==> src/hdl/touch_ctl_pkg.sv <==
// package: register map, field positions and carrier types of the touch control/status block
package touch_ctl_pkg;
    // ********************************************************************
    // register offsets and widths
    // ********************************************************************
    localparam int ADDR_W = 8;
    localparam int DATA_W = 8;
    localparam logic [7:0] OFS_MAIN_CONTROL = 8'h00;
    localparam logic [7:0] OFS_GENERAL_STATUS = 8'h02;
    localparam logic [7:0] OFS_INPUT_TOUCH_STATUS = 8'h03;
    localparam logic [7:0] OFS_LAMP_DONE_STATUS = 8'h04;
    localparam logic [7:0] RST_MAIN_CONTROL = 8'h00;
    localparam logic [7:0] RST_STATUS = 8'h00;
    localparam logic [7:0] READ_UNMAPPED = 8'h00;
    // ********************************************************************
    // main control fields
    // ********************************************************************
    localparam int MC_GAIN_HI = 7;
    localparam int MC_GAIN_LO = 6;
    localparam int MC_STANDBY = 5;
    localparam int MC_DEEP_SLEEP = 4;
    localparam int MC_IRQ_PEND = 0;
    // ********************************************************************
    // general status fields
    // ********************************************************************
    localparam int GS_LAMP = 4;
    localparam int GS_RESET = 3;
    localparam int GS_MULTI = 2;
    localparam int GS_PATTERN = 1;
    localparam int GS_TOUCH = 0;
    // ********************************************************************
    // sizes
    // ********************************************************************
    localparam int N_INPUTS = 6;
    localparam int N_LAMPS = 2;
    // gain code to multiplier
    typedef enum logic [1:0]
    {
        GAIN_X1 = 2'b00,
        GAIN_X2 = 2'b01,
        GAIN_X4 = 2'b10,
        GAIN_X8 = 2'b11
    } gain_e;
    // register bus request from the serial engine
    typedef struct packed
    {
        logic wr;
        logic rd;
        logic [ADDR_W-1:0] addr;
        logic [DATA_W-1:0] wdata;
    } reg_req_s;
    // events from the sensing and lamp engines
    typedef struct packed
    {
        logic [N_INPUTS-1:0] touch;
        logic [N_INPUTS-1:0] irq_en;
        logic [N_INPUTS-1:0] standby_mask;
        logic [N_LAMPS-1:0] lamp_done;
        logic [N_LAMPS-1:0] lamp_linked;
        logic multi_block;
        logic pattern;
        logic pattern_irq_en;
        logic reset_pin_release;
    } sense_s;
endpackage

==> src/hdl/touch_gain_decode.sv <==
// gain code decoder shared by the active and standby scan paths
`timescale 1ns/100ps
module touch_gain_decode
(
    // gain code
    input wire logic [1:0] code,
    // multiplier 1, 2, 4 or 8
    output logic [3:0] multi_touch_block
);
    import touch_ctl_pkg::*;
    // one decoder for both power states, so gain cannot differ between them
    always_comb
    begin
        unique case (gain_e'(code))
            GAIN_X1: multi_touch_block = 4'h1;
            GAIN_X2: multi_touch_block = 4'h2;
            GAIN_X4: multi_touch_block = 4'h4;
            GAIN_X8: multi_touch_block = 4'h8;
        endcase
    end
endmodule

==> src/hdl/touch_main_control_status.sv <==
// main control and status registers of the six-input touch controller
//
// Behaviour
// - two-bit gain field selects gain 1/2/4/8
// - same gain in active and standby
// - standby scans masked inputs, status held
// - linked lamps stay active in standby
// - unsampled inputs release, then stay untouched
// - wake pin high clears deep sleep outside four-wire mode
// - deep sleep stops scan, lamps, clears flags
// - alert low while interrupt pending set
// - touch without interrupt enable sets status only
// - host writes zero clears pending, status
// - standby wake output drops with pending
// - wake pin undriven in four-wire mode
// - lamp summary set if any lamp done
// - reset flag sets pending, clears with it
// - multi-touch block flag never sets pending
// - pattern flag, pending if enabled, held
// - touch summary set if any touch
// - inputs six..one in bits five..zero
// - touch bit clears on pending clear only if released
// - all status cleared entering deep sleep
// - input one to lamp one, two to two
// - lamp done set for host lamps only
// - lamp done cleared when pending cleared
`timescale 1ns/100ps
module touch_main_control_status
(
    // clock and reset
    input wire logic clk,
    input wire logic rst,
    // register access from the serial engine
    input wire touch_ctl_pkg::reg_req_s req,
    output logic [7:0] rdata,
    output logic rvalid,
    // events from sensing and lamp engines
    input wire touch_ctl_pkg::sense_s sense,
    // serial configuration and wake pin
    input wire logic spi_4wire,
    input wire logic wake_in,
    output logic wake_out,
    output logic wake_oe,
    // alert pin, active low
    output logic alert_n,
    // controls to the sensing and lamp engines
    output logic [3:0] gain_multi_touch_block,
    output logic [5:0] scan_enable,
    output logic [1:0] lamp_link_active,
    output logic lamp_pwm_enable,
    output logic standby_active,
    output logic deep_sleep_active
);
    import touch_ctl_pkg::*;

    // ********************************************************************
    // state
    // ********************************************************************
    logic [1:0] gain_r; // gain code
    logic standby_r; // standby enable
    logic deep_sleep_r; // deep sleep enable
    logic irq_pend_r; // interrupt pending
    logic [5:0] touch_r; // per-input touch status
    logic [1:0] lamp_done_r; // lamp done status
    logic reset_flag_r; // came-out-of-reset flag
    logic pattern_r; // pattern touch flag
    logic wake_r; // wake output level
    logic wake_from_standby_r; // wake was raised by a standby touch
    logic por_pend_r; // one-shot after power-on release
    logic [3:0] gain_multi_touch_block_nxt; // decoded gain

    // ********************************************************************
    // decode helpers
    // ********************************************************************
    logic wr_main; // write to main control
    logic clr_pend; // host clears pending
    logic enter_sleep; // deep sleep rising now
    logic [5:0] sampled; // inputs currently scanned
    logic [5:0] touch_eff; // touches seen after scan mask
    logic [5:0] touch_new; // newly set touch bits
    logic touch_irq; // enabled new touch
    logic reset_evt; // reset exit event
    logic pattern_irq; // pattern raises pending
    logic [1:0] lamp_evt; // host-lamp done events
    logic [7:0] gen_status; // assembled general status

    assign wr_main = req.wr && (req.addr == OFS_MAIN_CONTROL);
    assign clr_pend = wr_main && !req.wdata[MC_IRQ_PEND] && irq_pend_r;
    // the pin only overrides the write while it is a wake pin, not spi data
    assign enter_sleep = wr_main && req.wdata[MC_DEEP_SLEEP] && !deep_sleep_r
        && !(wake_in && !spi_4wire);
    // standby limits scanning to the mask; deep sleep stops it all
    assign sampled = deep_sleep_r ? 6'h00 : (standby_r ? sense.standby_mask : 6'h3f);
    // unsampled inputs read as untouched, which reports their release
    assign touch_eff = sense.touch & sampled;
    assign touch_new = touch_eff & ~touch_r;
    assign touch_irq = |(touch_new & sense.irq_en);
    assign reset_evt = por_pend_r || sense.reset_pin_release;
    assign pattern_irq = sense.pattern && !pattern_r && sense.pattern_irq_en;
    // done events from linked lamps are ignored
    assign lamp_evt = sense.lamp_done & ~sense.lamp_linked;

    // ********************************************************************
    // general status layout
    // ********************************************************************
    always_comb
    begin
        gen_status = 8'h00;
        gen_status[GS_LAMP] = |lamp_done_r;
        gen_status[GS_RESET] = reset_flag_r;
        // live level: only blocks touches, so it is not sticky
        gen_status[GS_MULTI] = sense.multi_block && !deep_sleep_r;
        gen_status[GS_PATTERN] = pattern_r;
        gen_status[GS_TOUCH] = |touch_r;
    end

    // ********************************************************************
    // gain decode, one path for both power states
    // ********************************************************************
    touch_gain_decode u_gain
    (
        .code(gain_r),
        .multi_touch_block(gain_multi_touch_block_nxt)
    );

    // ********************************************************************
    // main control fields
    // ********************************************************************
    // gain and standby are plain host bits
    always_ff @(posedge clk or posedge rst)
    begin
        if (rst)
        begin
            gain_r <= RST_MAIN_CONTROL[MC_GAIN_HI:MC_GAIN_LO];
            standby_r <= RST_MAIN_CONTROL[MC_STANDBY];
        end
        else if (wr_main)
        begin
            gain_r <= req.wdata[MC_GAIN_HI:MC_GAIN_LO];
            standby_r <= req.wdata[MC_STANDBY];
        end
    end

    // deep sleep: the wake pin wins over a host write in the same cycle
    always_ff @(posedge clk or posedge rst)
    begin
        if (rst)
            deep_sleep_r <= RST_MAIN_CONTROL[MC_DEEP_SLEEP];
        else if (wake_in && !spi_4wire)
            deep_sleep_r <= 1'b0;
        else if (wr_main)
            deep_sleep_r <= req.wdata[MC_DEEP_SLEEP];
    end

    // power-on one-shot, set by reset, dropped at the first edge after release
    always_ff @(posedge clk or posedge rst)
    begin
        if (rst)
            por_pend_r <= 1'b1;
        else
            por_pend_r <= 1'b0;
    end

    // interrupt pending: new events win over the host clear
    always_ff @(posedge clk or posedge rst)
    begin
        if (rst)
            irq_pend_r <= 1'b0;
        else if (enter_sleep)
            irq_pend_r <= 1'b0;
        else if (touch_irq || reset_evt || pattern_irq)
            irq_pend_r <= 1'b1;
        else if (clr_pend)
            irq_pend_r <= 1'b0;
    end

    // ********************************************************************
    // status registers
    // ********************************************************************
    // touch bits: set on touch, clear on pending clear only once released
    always_ff @(posedge clk or posedge rst)
    begin
        if (rst)
            touch_r <= RST_STATUS[5:0];
        else if (enter_sleep || deep_sleep_r)
            touch_r <= 6'h00;
        else if (clr_pend)
            touch_r <= touch_eff;
        else
            touch_r <= touch_r | touch_eff;
    end

    // lamp done bits: set wins over the pending clear
    always_ff @(posedge clk or posedge rst)
    begin
        if (rst)
            lamp_done_r <= RST_STATUS[1:0];
        else if (enter_sleep || deep_sleep_r)
            lamp_done_r <= 2'b00;
        else if (clr_pend)
            lamp_done_r <= lamp_evt;
        else
            lamp_done_r <= lamp_done_r | lamp_evt;
    end

    // reset flag: cleared with pending, a fresh reset event wins
    always_ff @(posedge clk or posedge rst)
    begin
        if (rst)
            reset_flag_r <= 1'b0;
        else if (reset_evt)
            reset_flag_r <= 1'b1;
        else if (enter_sleep || clr_pend)
            reset_flag_r <= 1'b0;
    end

    // pattern flag: held until a pending clear once the condition is gone
    always_ff @(posedge clk or posedge rst)
    begin
        if (rst)
            pattern_r <= 1'b0;
        else if (enter_sleep || deep_sleep_r)
            pattern_r <= 1'b0;
        else if (sense.pattern)
            pattern_r <= 1'b1;
        else if (clr_pend)
            pattern_r <= 1'b0;
    end

    // ********************************************************************
    // wake output
    // ********************************************************************
    // raised by an enabled touch in standby, dropped with pending
    always_ff @(posedge clk or posedge rst)
    begin
        if (rst)
        begin
            wake_r <= 1'b0;
            wake_from_standby_r <= 1'b0;
        end
        else if (enter_sleep)
        begin
            // sleep entry drops pending, so the wake flag must not outlive it
            wake_r <= 1'b0;
            wake_from_standby_r <= 1'b0;
        end
        else if (standby_r && touch_irq)
        begin
            wake_r <= 1'b1;
            wake_from_standby_r <= 1'b1;
        end
        else if (clr_pend && wake_from_standby_r)
        begin
            wake_r <= 1'b0;
            wake_from_standby_r <= 1'b0;
        end
    end

    // the pin is shared with the spi data input in four-wire mode
    always_ff @(posedge clk or posedge rst)
    begin
        if (rst)
        begin
            wake_out <= 1'b0;
            wake_oe <= 1'b0;
        end
        else
        begin
            wake_out <= wake_r;
            wake_oe <= !spi_4wire;
        end
    end

    // ********************************************************************
    // outputs to pins and engines
    // ********************************************************************
    // registered copies; one cycle behind the state flops
    always_ff @(posedge clk or posedge rst)
    begin
        if (rst)
        begin
            alert_n <= 1'b1;
            gain_multi_touch_block <= 4'h1;
            scan_enable <= 6'h00;
            lamp_link_active <= 2'b00;
            lamp_pwm_enable <= 1'b0;
            standby_active <= 1'b0;
            deep_sleep_active <= 1'b0;
        end
        else
        begin
            alert_n <= !irq_pend_r;
            gain_multi_touch_block <= gain_multi_touch_block_nxt;
            scan_enable <= sampled;
            // input one drives lamp one, input two lamp two, kept in standby
            lamp_link_active <= deep_sleep_r ? 2'b00 : sense.lamp_linked;
            lamp_pwm_enable <= !deep_sleep_r;
            standby_active <= standby_r;
            deep_sleep_active <= deep_sleep_r;
        end
    end

    // ********************************************************************
    // read path
    // ********************************************************************
    // unmapped offsets read as zero
    always_ff @(posedge clk or posedge rst)
    begin
        if (rst)
        begin
            rdata <= 8'h00;
            rvalid <= 1'b0;
        end
        else
        begin
            rvalid <= req.rd;
            if (req.rd)
            begin
                unique case (req.addr)
                    OFS_MAIN_CONTROL:
                        rdata <= {gain_r, standby_r, deep_sleep_r, 3'b000, irq_pend_r};
                    OFS_GENERAL_STATUS:
                        rdata <= gen_status;
                    OFS_INPUT_TOUCH_STATUS:
                        rdata <= {2'b00, touch_r};
                    OFS_LAMP_DONE_STATUS:
                        rdata <= {6'h00, lamp_done_r};
                    default:
                        rdata <= READ_UNMAPPED;
                endcase
            end
        end
    end
endmodule

==> config.mk <==
export PLATFORM = sky130hd
export DESIGN_NAME = touch_main_control_status
export DESIGN_NICKNAME = d
export VERILOG_FILES = /design/src/hdl/touch_ctl_pkg.sv /design/src/hdl/touch_gain_decode.sv /design/src/hdl/touch_main_control_status.sv
export SDC_FILE = /design/constraint.sdc
export NUM_CORES = 1
export LEC_CHECK = 0
export ABC_AREA = 1
export BUFFER_PORTS_ARGS = -buffer_cell sky130_fd_sc_hd__buf_2
export CAP_MARGIN = 30
export CORE_ASPECT_RATIO = 1.25
export CORE_MARGIN = 2
export CORE_UTILIZATION = 51
export CTS_BUF_LIST = sky130_fd_sc_hd__clkbuf_8
export DETAILED_ROUTE_END_ITERATION = 10
export GPL_ROUTABILITY_DRIVEN = 0
export PLACE_DENSITY_LB_ADDON = 0.3
export SYNTH_ARGS = -nofsm -noshare
export SYNTH_HDL_FRONTEND = slang
export SYNTH_SLANG_ARGS = --single-unit
==> constraint.sdc <==
create_clock -name clk -period 1.3 [get_ports clk]
set_input_delay 0.065 -clock clk [delete_from_list [all_inputs] [get_ports clk]]
set_output_delay 0.065 -clock clk [all_outputs]
set_load 0.02 [all_outputs]
Word level (Yosys, flattened, before mapping):

Index checks and enable logic that the tools add are counted.

* flip-flop bits (word level): 44
* input bits: 48
* output and inout bits: 27
* word-level logic and storage cells: 89

* equality and inequality tests: 6
* muxes and demuxes: 21
* bitwise operators: 8
* reduce and logical (&&, ||, !) cells: 33

Operators with widths (count)
* $pmux W8 S4: 1
* $mux W6: 4
* $and A6 B6 Y6: 3
* $eq A8 B2 Y1 const B: 2
* $pmux W4 S4: 1
* $logic_and A1 B1 Y1: 12
* $mux W1: 12
* $reduce_or A6 Y1: 2
* $reduce_bool A3 Y1: 3
* $eq A8 B3 Y1 const B: 1
* $logic_not A8 Y1: 1
* $logic_not A1 Y1: 6
* $mux W2: 3
* $not A6 Y6: 1
* $or A6 B6 Y6: 1
* $logic_or A1 B1 Y1: 5
* $eq A2 B2 Y1 const B: 2
* $reduce_bool A2 Y1: 2
* $and A2 B2 Y2: 1
* $eq A2 B1 Y1 const B: 1
* $logic_not A2 Y1: 1
* $not A2 Y2: 1
* $or A2 B2 Y2: 1
* $reduce_or A2 Y1: 1

Longest topological paths before layout:

* depth after elaboration: 10
* depth in mapped cells: 10
* mapped depth without buffers: 10

Cells and area by module:

Synthesis repeated with hierarchy kept, for this count alone.

* cells, all modules: 238
* area total of the unflattened synthesis: 2030.7 um2

Modules (own cells, without submodules)
* touch_main_control_status: instances 1, cells each 231, area an instance 2004.4 um2, sequential area each 1104.8 um2
* touch_gain_decode: instances 1, cells each 7, area an instance 26.3 um2, sequential area each 0.0 um2

Worst setup path after synthesis:

OpenSTA, ideal clock, no wires.

* path kind: reg2reg
* from: register deep_sleep_r
* to: register wake_from_standby_r
* library setup time: 77 ps
* arrival time: 1075 ps
* required time: 1223 ps
* setup slack: 148 ps
* cell stages (with the launch flop): 9
* buffers on the path: 1
* clock period less this slack: 1152 ps
* cells stage by stage: dfrtp_1 -> inv_1 -> buf_4 -> nand3_1 -> nor2_1 -> nor2_1 -> nand3_1 -> nand2_1 -> a21oi_1

* word-level cells in the longest chain between the ends: 8
* elaborated cells between the ends (all ways): 12
* classes of those cells: mux (3); bitwise (3); reduce/logical (6)

RTL lines
* start, declared: RTL line touch_main_control_status.sv:61 `logic deep_sleep_r;`
* start signal, assigned: RTL line touch_main_control_status.sv:148 `deep_sleep_r <= RST_MAIN_CONTROL[MC_DEEP_SLEEP];`
* start signal, assigned: RTL line touch_main_control_status.sv:152 `deep_sleep_r <= req.wdata[MC_DEEP_SLEEP];`
* $mux W6: RTL line touch_main_control_status.sv:93 `assign sampled = deep_sleep_r ? 6'h00 : (standby_r ? sense.standby_mask : 6'h3f);`
* $and A6 B6 Y6: RTL line touch_main_control_status.sv:95 `assign touch_eff = sense.touch & sampled;`
* $and A6 B6 Y6: RTL line touch_main_control_status.sv:96 `assign touch_new = touch_eff & ~touch_r;`
* $and A6 B6 Y6: RTL line touch_main_control_status.sv:97 `assign touch_irq = |(touch_new & sense.irq_en);`
* $reduce_or A6 Y1: RTL line touch_main_control_status.sv:97
* $logic_and A1 B1 Y1: RTL line touch_main_control_status.sv:247 `else if (standby_r && touch_irq)`
* $mux W1: RTL line touch_main_control_status.sv:247
* $mux W1: RTL line touch_main_control_status.sv:241 `else if (enter_sleep)`
* end signal, assigned: RTL line touch_main_control_status.sv:239 `wake_from_standby_r <= 1'b0;`
* end signal, assigned: RTL line touch_main_control_status.sv:245 `wake_from_standby_r <= 1'b0;`
* end signal, assigned: RTL line touch_main_control_status.sv:250 `wake_from_standby_r <= 1'b1;`
* end, declared: RTL line touch_main_control_status.sv:68 `logic wake_from_standby_r;`

Parallel ways exist; a longest one is shown, timed or not.
A chain may end at the register's enable or synchronous reset.

Final worst setup path:

* from: register standby_r
* to: register wake_from_standby_r

* word-level cells in the longest chain between the ends: 9
* elaborated cells between the ends (all ways): 10
* classes of those cells: mux (4); bitwise (3); reduce/logical (3)

RTL lines
* start, declared: RTL line touch_main_control_status.sv:60 `logic standby_r;`
* start signal, assigned: RTL line touch_main_control_status.sv:135 `standby_r <= RST_MAIN_CONTROL[MC_STANDBY];`
* start signal, assigned: RTL line touch_main_control_status.sv:140 `standby_r <= req.wdata[MC_STANDBY];`
* $mux W6 (2 in series): RTL line touch_main_control_status.sv:93
* $and A6 B6 Y6: RTL line touch_main_control_status.sv:95
* $and A6 B6 Y6: RTL line touch_main_control_status.sv:96
* $and A6 B6 Y6: RTL line touch_main_control_status.sv:97
* $reduce_or A6 Y1: RTL line touch_main_control_status.sv:97
* $logic_and A1 B1 Y1 (*): RTL line touch_main_control_status.sv:247
* $mux W1: RTL line touch_main_control_status.sv:247
* $mux W1: RTL line touch_main_control_status.sv:241

Every way passes the cells marked *; elsewhere a longest branch is shown, timed or not.

==> results.ini <==
[power]
p_leak_uw=0.00156
power_density_nw_per_um2=995
peakVddDrop_mv=0.705

[worst_setup_path]
r2r-start=standby_r
end_kind=register
endpoint=wake_from_standby_r
worst-path-max-fanout=7
worstPathRequired_ns=1.54
crit_start=standby_r
reg2reg_setup_slack_ns=-0.04
worstPathArrival_ns=1.58
worstReg2RegEnd=wake_from_standby_r
critPathKind=register to register
r2r_cells=8
worst_setup_path_start_kind=register

[synth]
synth_edf_count=0
yosysWarningCount=0
ys_seq_elements=44
synthDistinctLibCells=35
netlist_instances=234
synth.net_count=282
syn-cell-area_um2=2080
async_flop_share_pct=100
synth_ff_type=dfrtp_1
syn_avg_cell_area_um2=8.89
synth_seq_area_share_pct=53.1

[timing]
drv_slew=0
finClkSkew_ns=0.0159
rsz0062_at_grt=true
period_share_pct=103
setup_ws_ns=-0.0400
fmax_mhz=746
setup_viol=1
setup-tns-final_ns=-0.0400
layout_min_cycle_time_ns=1.34
hold_viol_final=0

[layout]
final_util_pct=74.8
nets=376
antenna_cells=0
layout-drive-gt1-share_pct=41.6
n_fill_cell=303
syn2layout_area_growth_pct=38.3

[floorplanning]
die_w_um=61.1
start_util_pct=54.0
dieArea_um2=4610
dieHeight_um=75.4
core_um2=3850
ios=75
num_rows=25

[hold_path]
hold_path_depth=3
min_path_type=input pin to register

[global_route]
grt_pass1_vias=1685
grt_first_pass_wirelength_um=7530
grt_max_degree=31
antenna_found_initial=0
track_usage_pct=22.6
overflow=0

[status]
outcome=finished, violations left
violations=negative setup slack

[clock_network]
cts-htree-levels=2
path_clk_slew_ns=0.09
cts_buffers=5
cts_root_buf=clkbuf_8
clkSinkCount=44
clock_latency_ns=0.30
cts_tree=done
cts_buffer_depth=2

[drt]
drc_errors=0
wl_um=5050
antenna_left=0
first_pass_iters=4
wl_per_cell_um=13.2
viasPerCell=4.96
vias=1900
first_iter_violations=81

[placed_design]
dp_hpwl_um=3520
place.port_buffers=71

[job]
max-cap-violations=0

## cell usage after synthesis, types with 2 or more instances
master | number | area, um2
inv_2 | 3 | 11.3
nor3_1 | 3 | 15.0
nand2_1 | 64 | 240
nor2_1 | 19 | 71.3
o211ai_1 | 3 | 22.5
a21oi_1 | 7 | 35.0
nand3_1 | 18 | 90.1
dfstp_2 | 3 | 78.8
o31ai_1 | 2 | 15.0
nand2_8 | 2 | 40.0
inv_1 | 30 | 113
dfrtp_1 | 41 | 1030
nand3b_1 | 2 | 15.0
o21ai_0 | 8 | 40.0
a21oi_2 | 8 | 70.1
buf_4 | 2 | 15.0
## what timing repair did
item                                   in CTS  in global routing
setup buffers                               0                  4
endpoints found under the hold margin      22                  0
gates resized for setup                     0                 21
setup endpoints to repair                   0                 13
hold buffers                                9                  0
## per-layer routing
metal,global-route usage [%],wire (um)
met1,27.2,2040
met4,9.66,107
met2,38.3,2610
met3,5.09,291
met5,0,0
## placed cells by master (no fill, tap or decap), types with 3 or more instances in the layout
master         instances
dfstp_2                3
nand2_2                3
buf_12                 3
inv_2                  4
nor2_1                14
nand3_1               13
inv_1                 28
nor2_2                 6
a21oi_2               11
dlygate4sd3_1          9
clkbuf_8               6
buf_2                 71
a21oi_1                4
nand3_2                5
nor3_1                 3
dfrtp_1               40
nand2_1               61
o211ai_1               3
o21ai_0                8
buf_4                  7
## where the power goes
part           total (uW)  internal, uW  switching, uW
logic                 339           147            193
registers            1430          1410           18.5
clock network        1100           628            467
## cell type report
type                       instances  area, um2  area share (%)
inverter                          36        150            5.22
sequential                        44       1110            38.5
multi-input combinational        149        837            29.1
tap                               54       67.6            2.35
clock buffer                       6       82.6            2.87
clock inverter                     2       38.8            1.35
timing repair buffer              92        594            20.7
## worst min-delay path by stage
stage / end / slack [ns] / from
2_1_floorplan: rvalid / 0.1 / req[16]
3_3_place_gp: deep_sleep_active / 0.05 / rst
3_5_place_dp: wake_oe / 0.05 / rst
4_1_cts: lamp_done_r[0] / 0.009 / sense[6]
5_1_grt: pattern_r / 0.02 / sense[2]
6_report: lamp_done_r[0] / 0.01 / sense[6]
## per-stage QoR
stage	worst slack, ns	std cells	hold WS [ns]	cell area [um2]	total power, uW
detailed placement	0.0825	361	0.0533	2540	1740
CTS	0.0507	378	0.00862	2750	2850
global route	-0.0887	383	0.0237	2880	2970
finish	-0.0400	383	0.0148	2880	2860
global placement	0.116	361	0.0467	2540	1740
floorplan	0.148	234	0.0964	2080	1600
## registers in the layout, indices dropped and copies added, names as in the netlist, 2 cells and up
| signal | flops |
|---|---|
| lamp_done_r | 2 |
| scan_enable | 6 |
| touch_r | 6 |
| gain_multi_touch_block | 4 |
| gain_r | 2 |
| lamp_link_active | 2 |
| rdata | 8 |
## cells by family (layout without fill, tap and decap cells)
kind of cell	Yosys count	in the layout	share of synthesized area, %
AO/OA/AOI/OAI	31	31	10.1
buffers and inverters	41	136	9.57
flip-flops	44	44	53.1
other	1	1	0.180
AND/OR/NAND/NOR	117	117	27.0
## worst max-delay path, cell delays in order, from the launching register on
cell     delay (ns)
dfrtp_2        0.46
buf_12         0.16
nand2_2        0.07
nand3_2        0.10
nor2_2         0.16
nor2_2         0.06
nand3_1        0.09
nand2_1        0.06
a21oi_1        0.13
No activity file was read; power rests on OpenSTA's default activity.
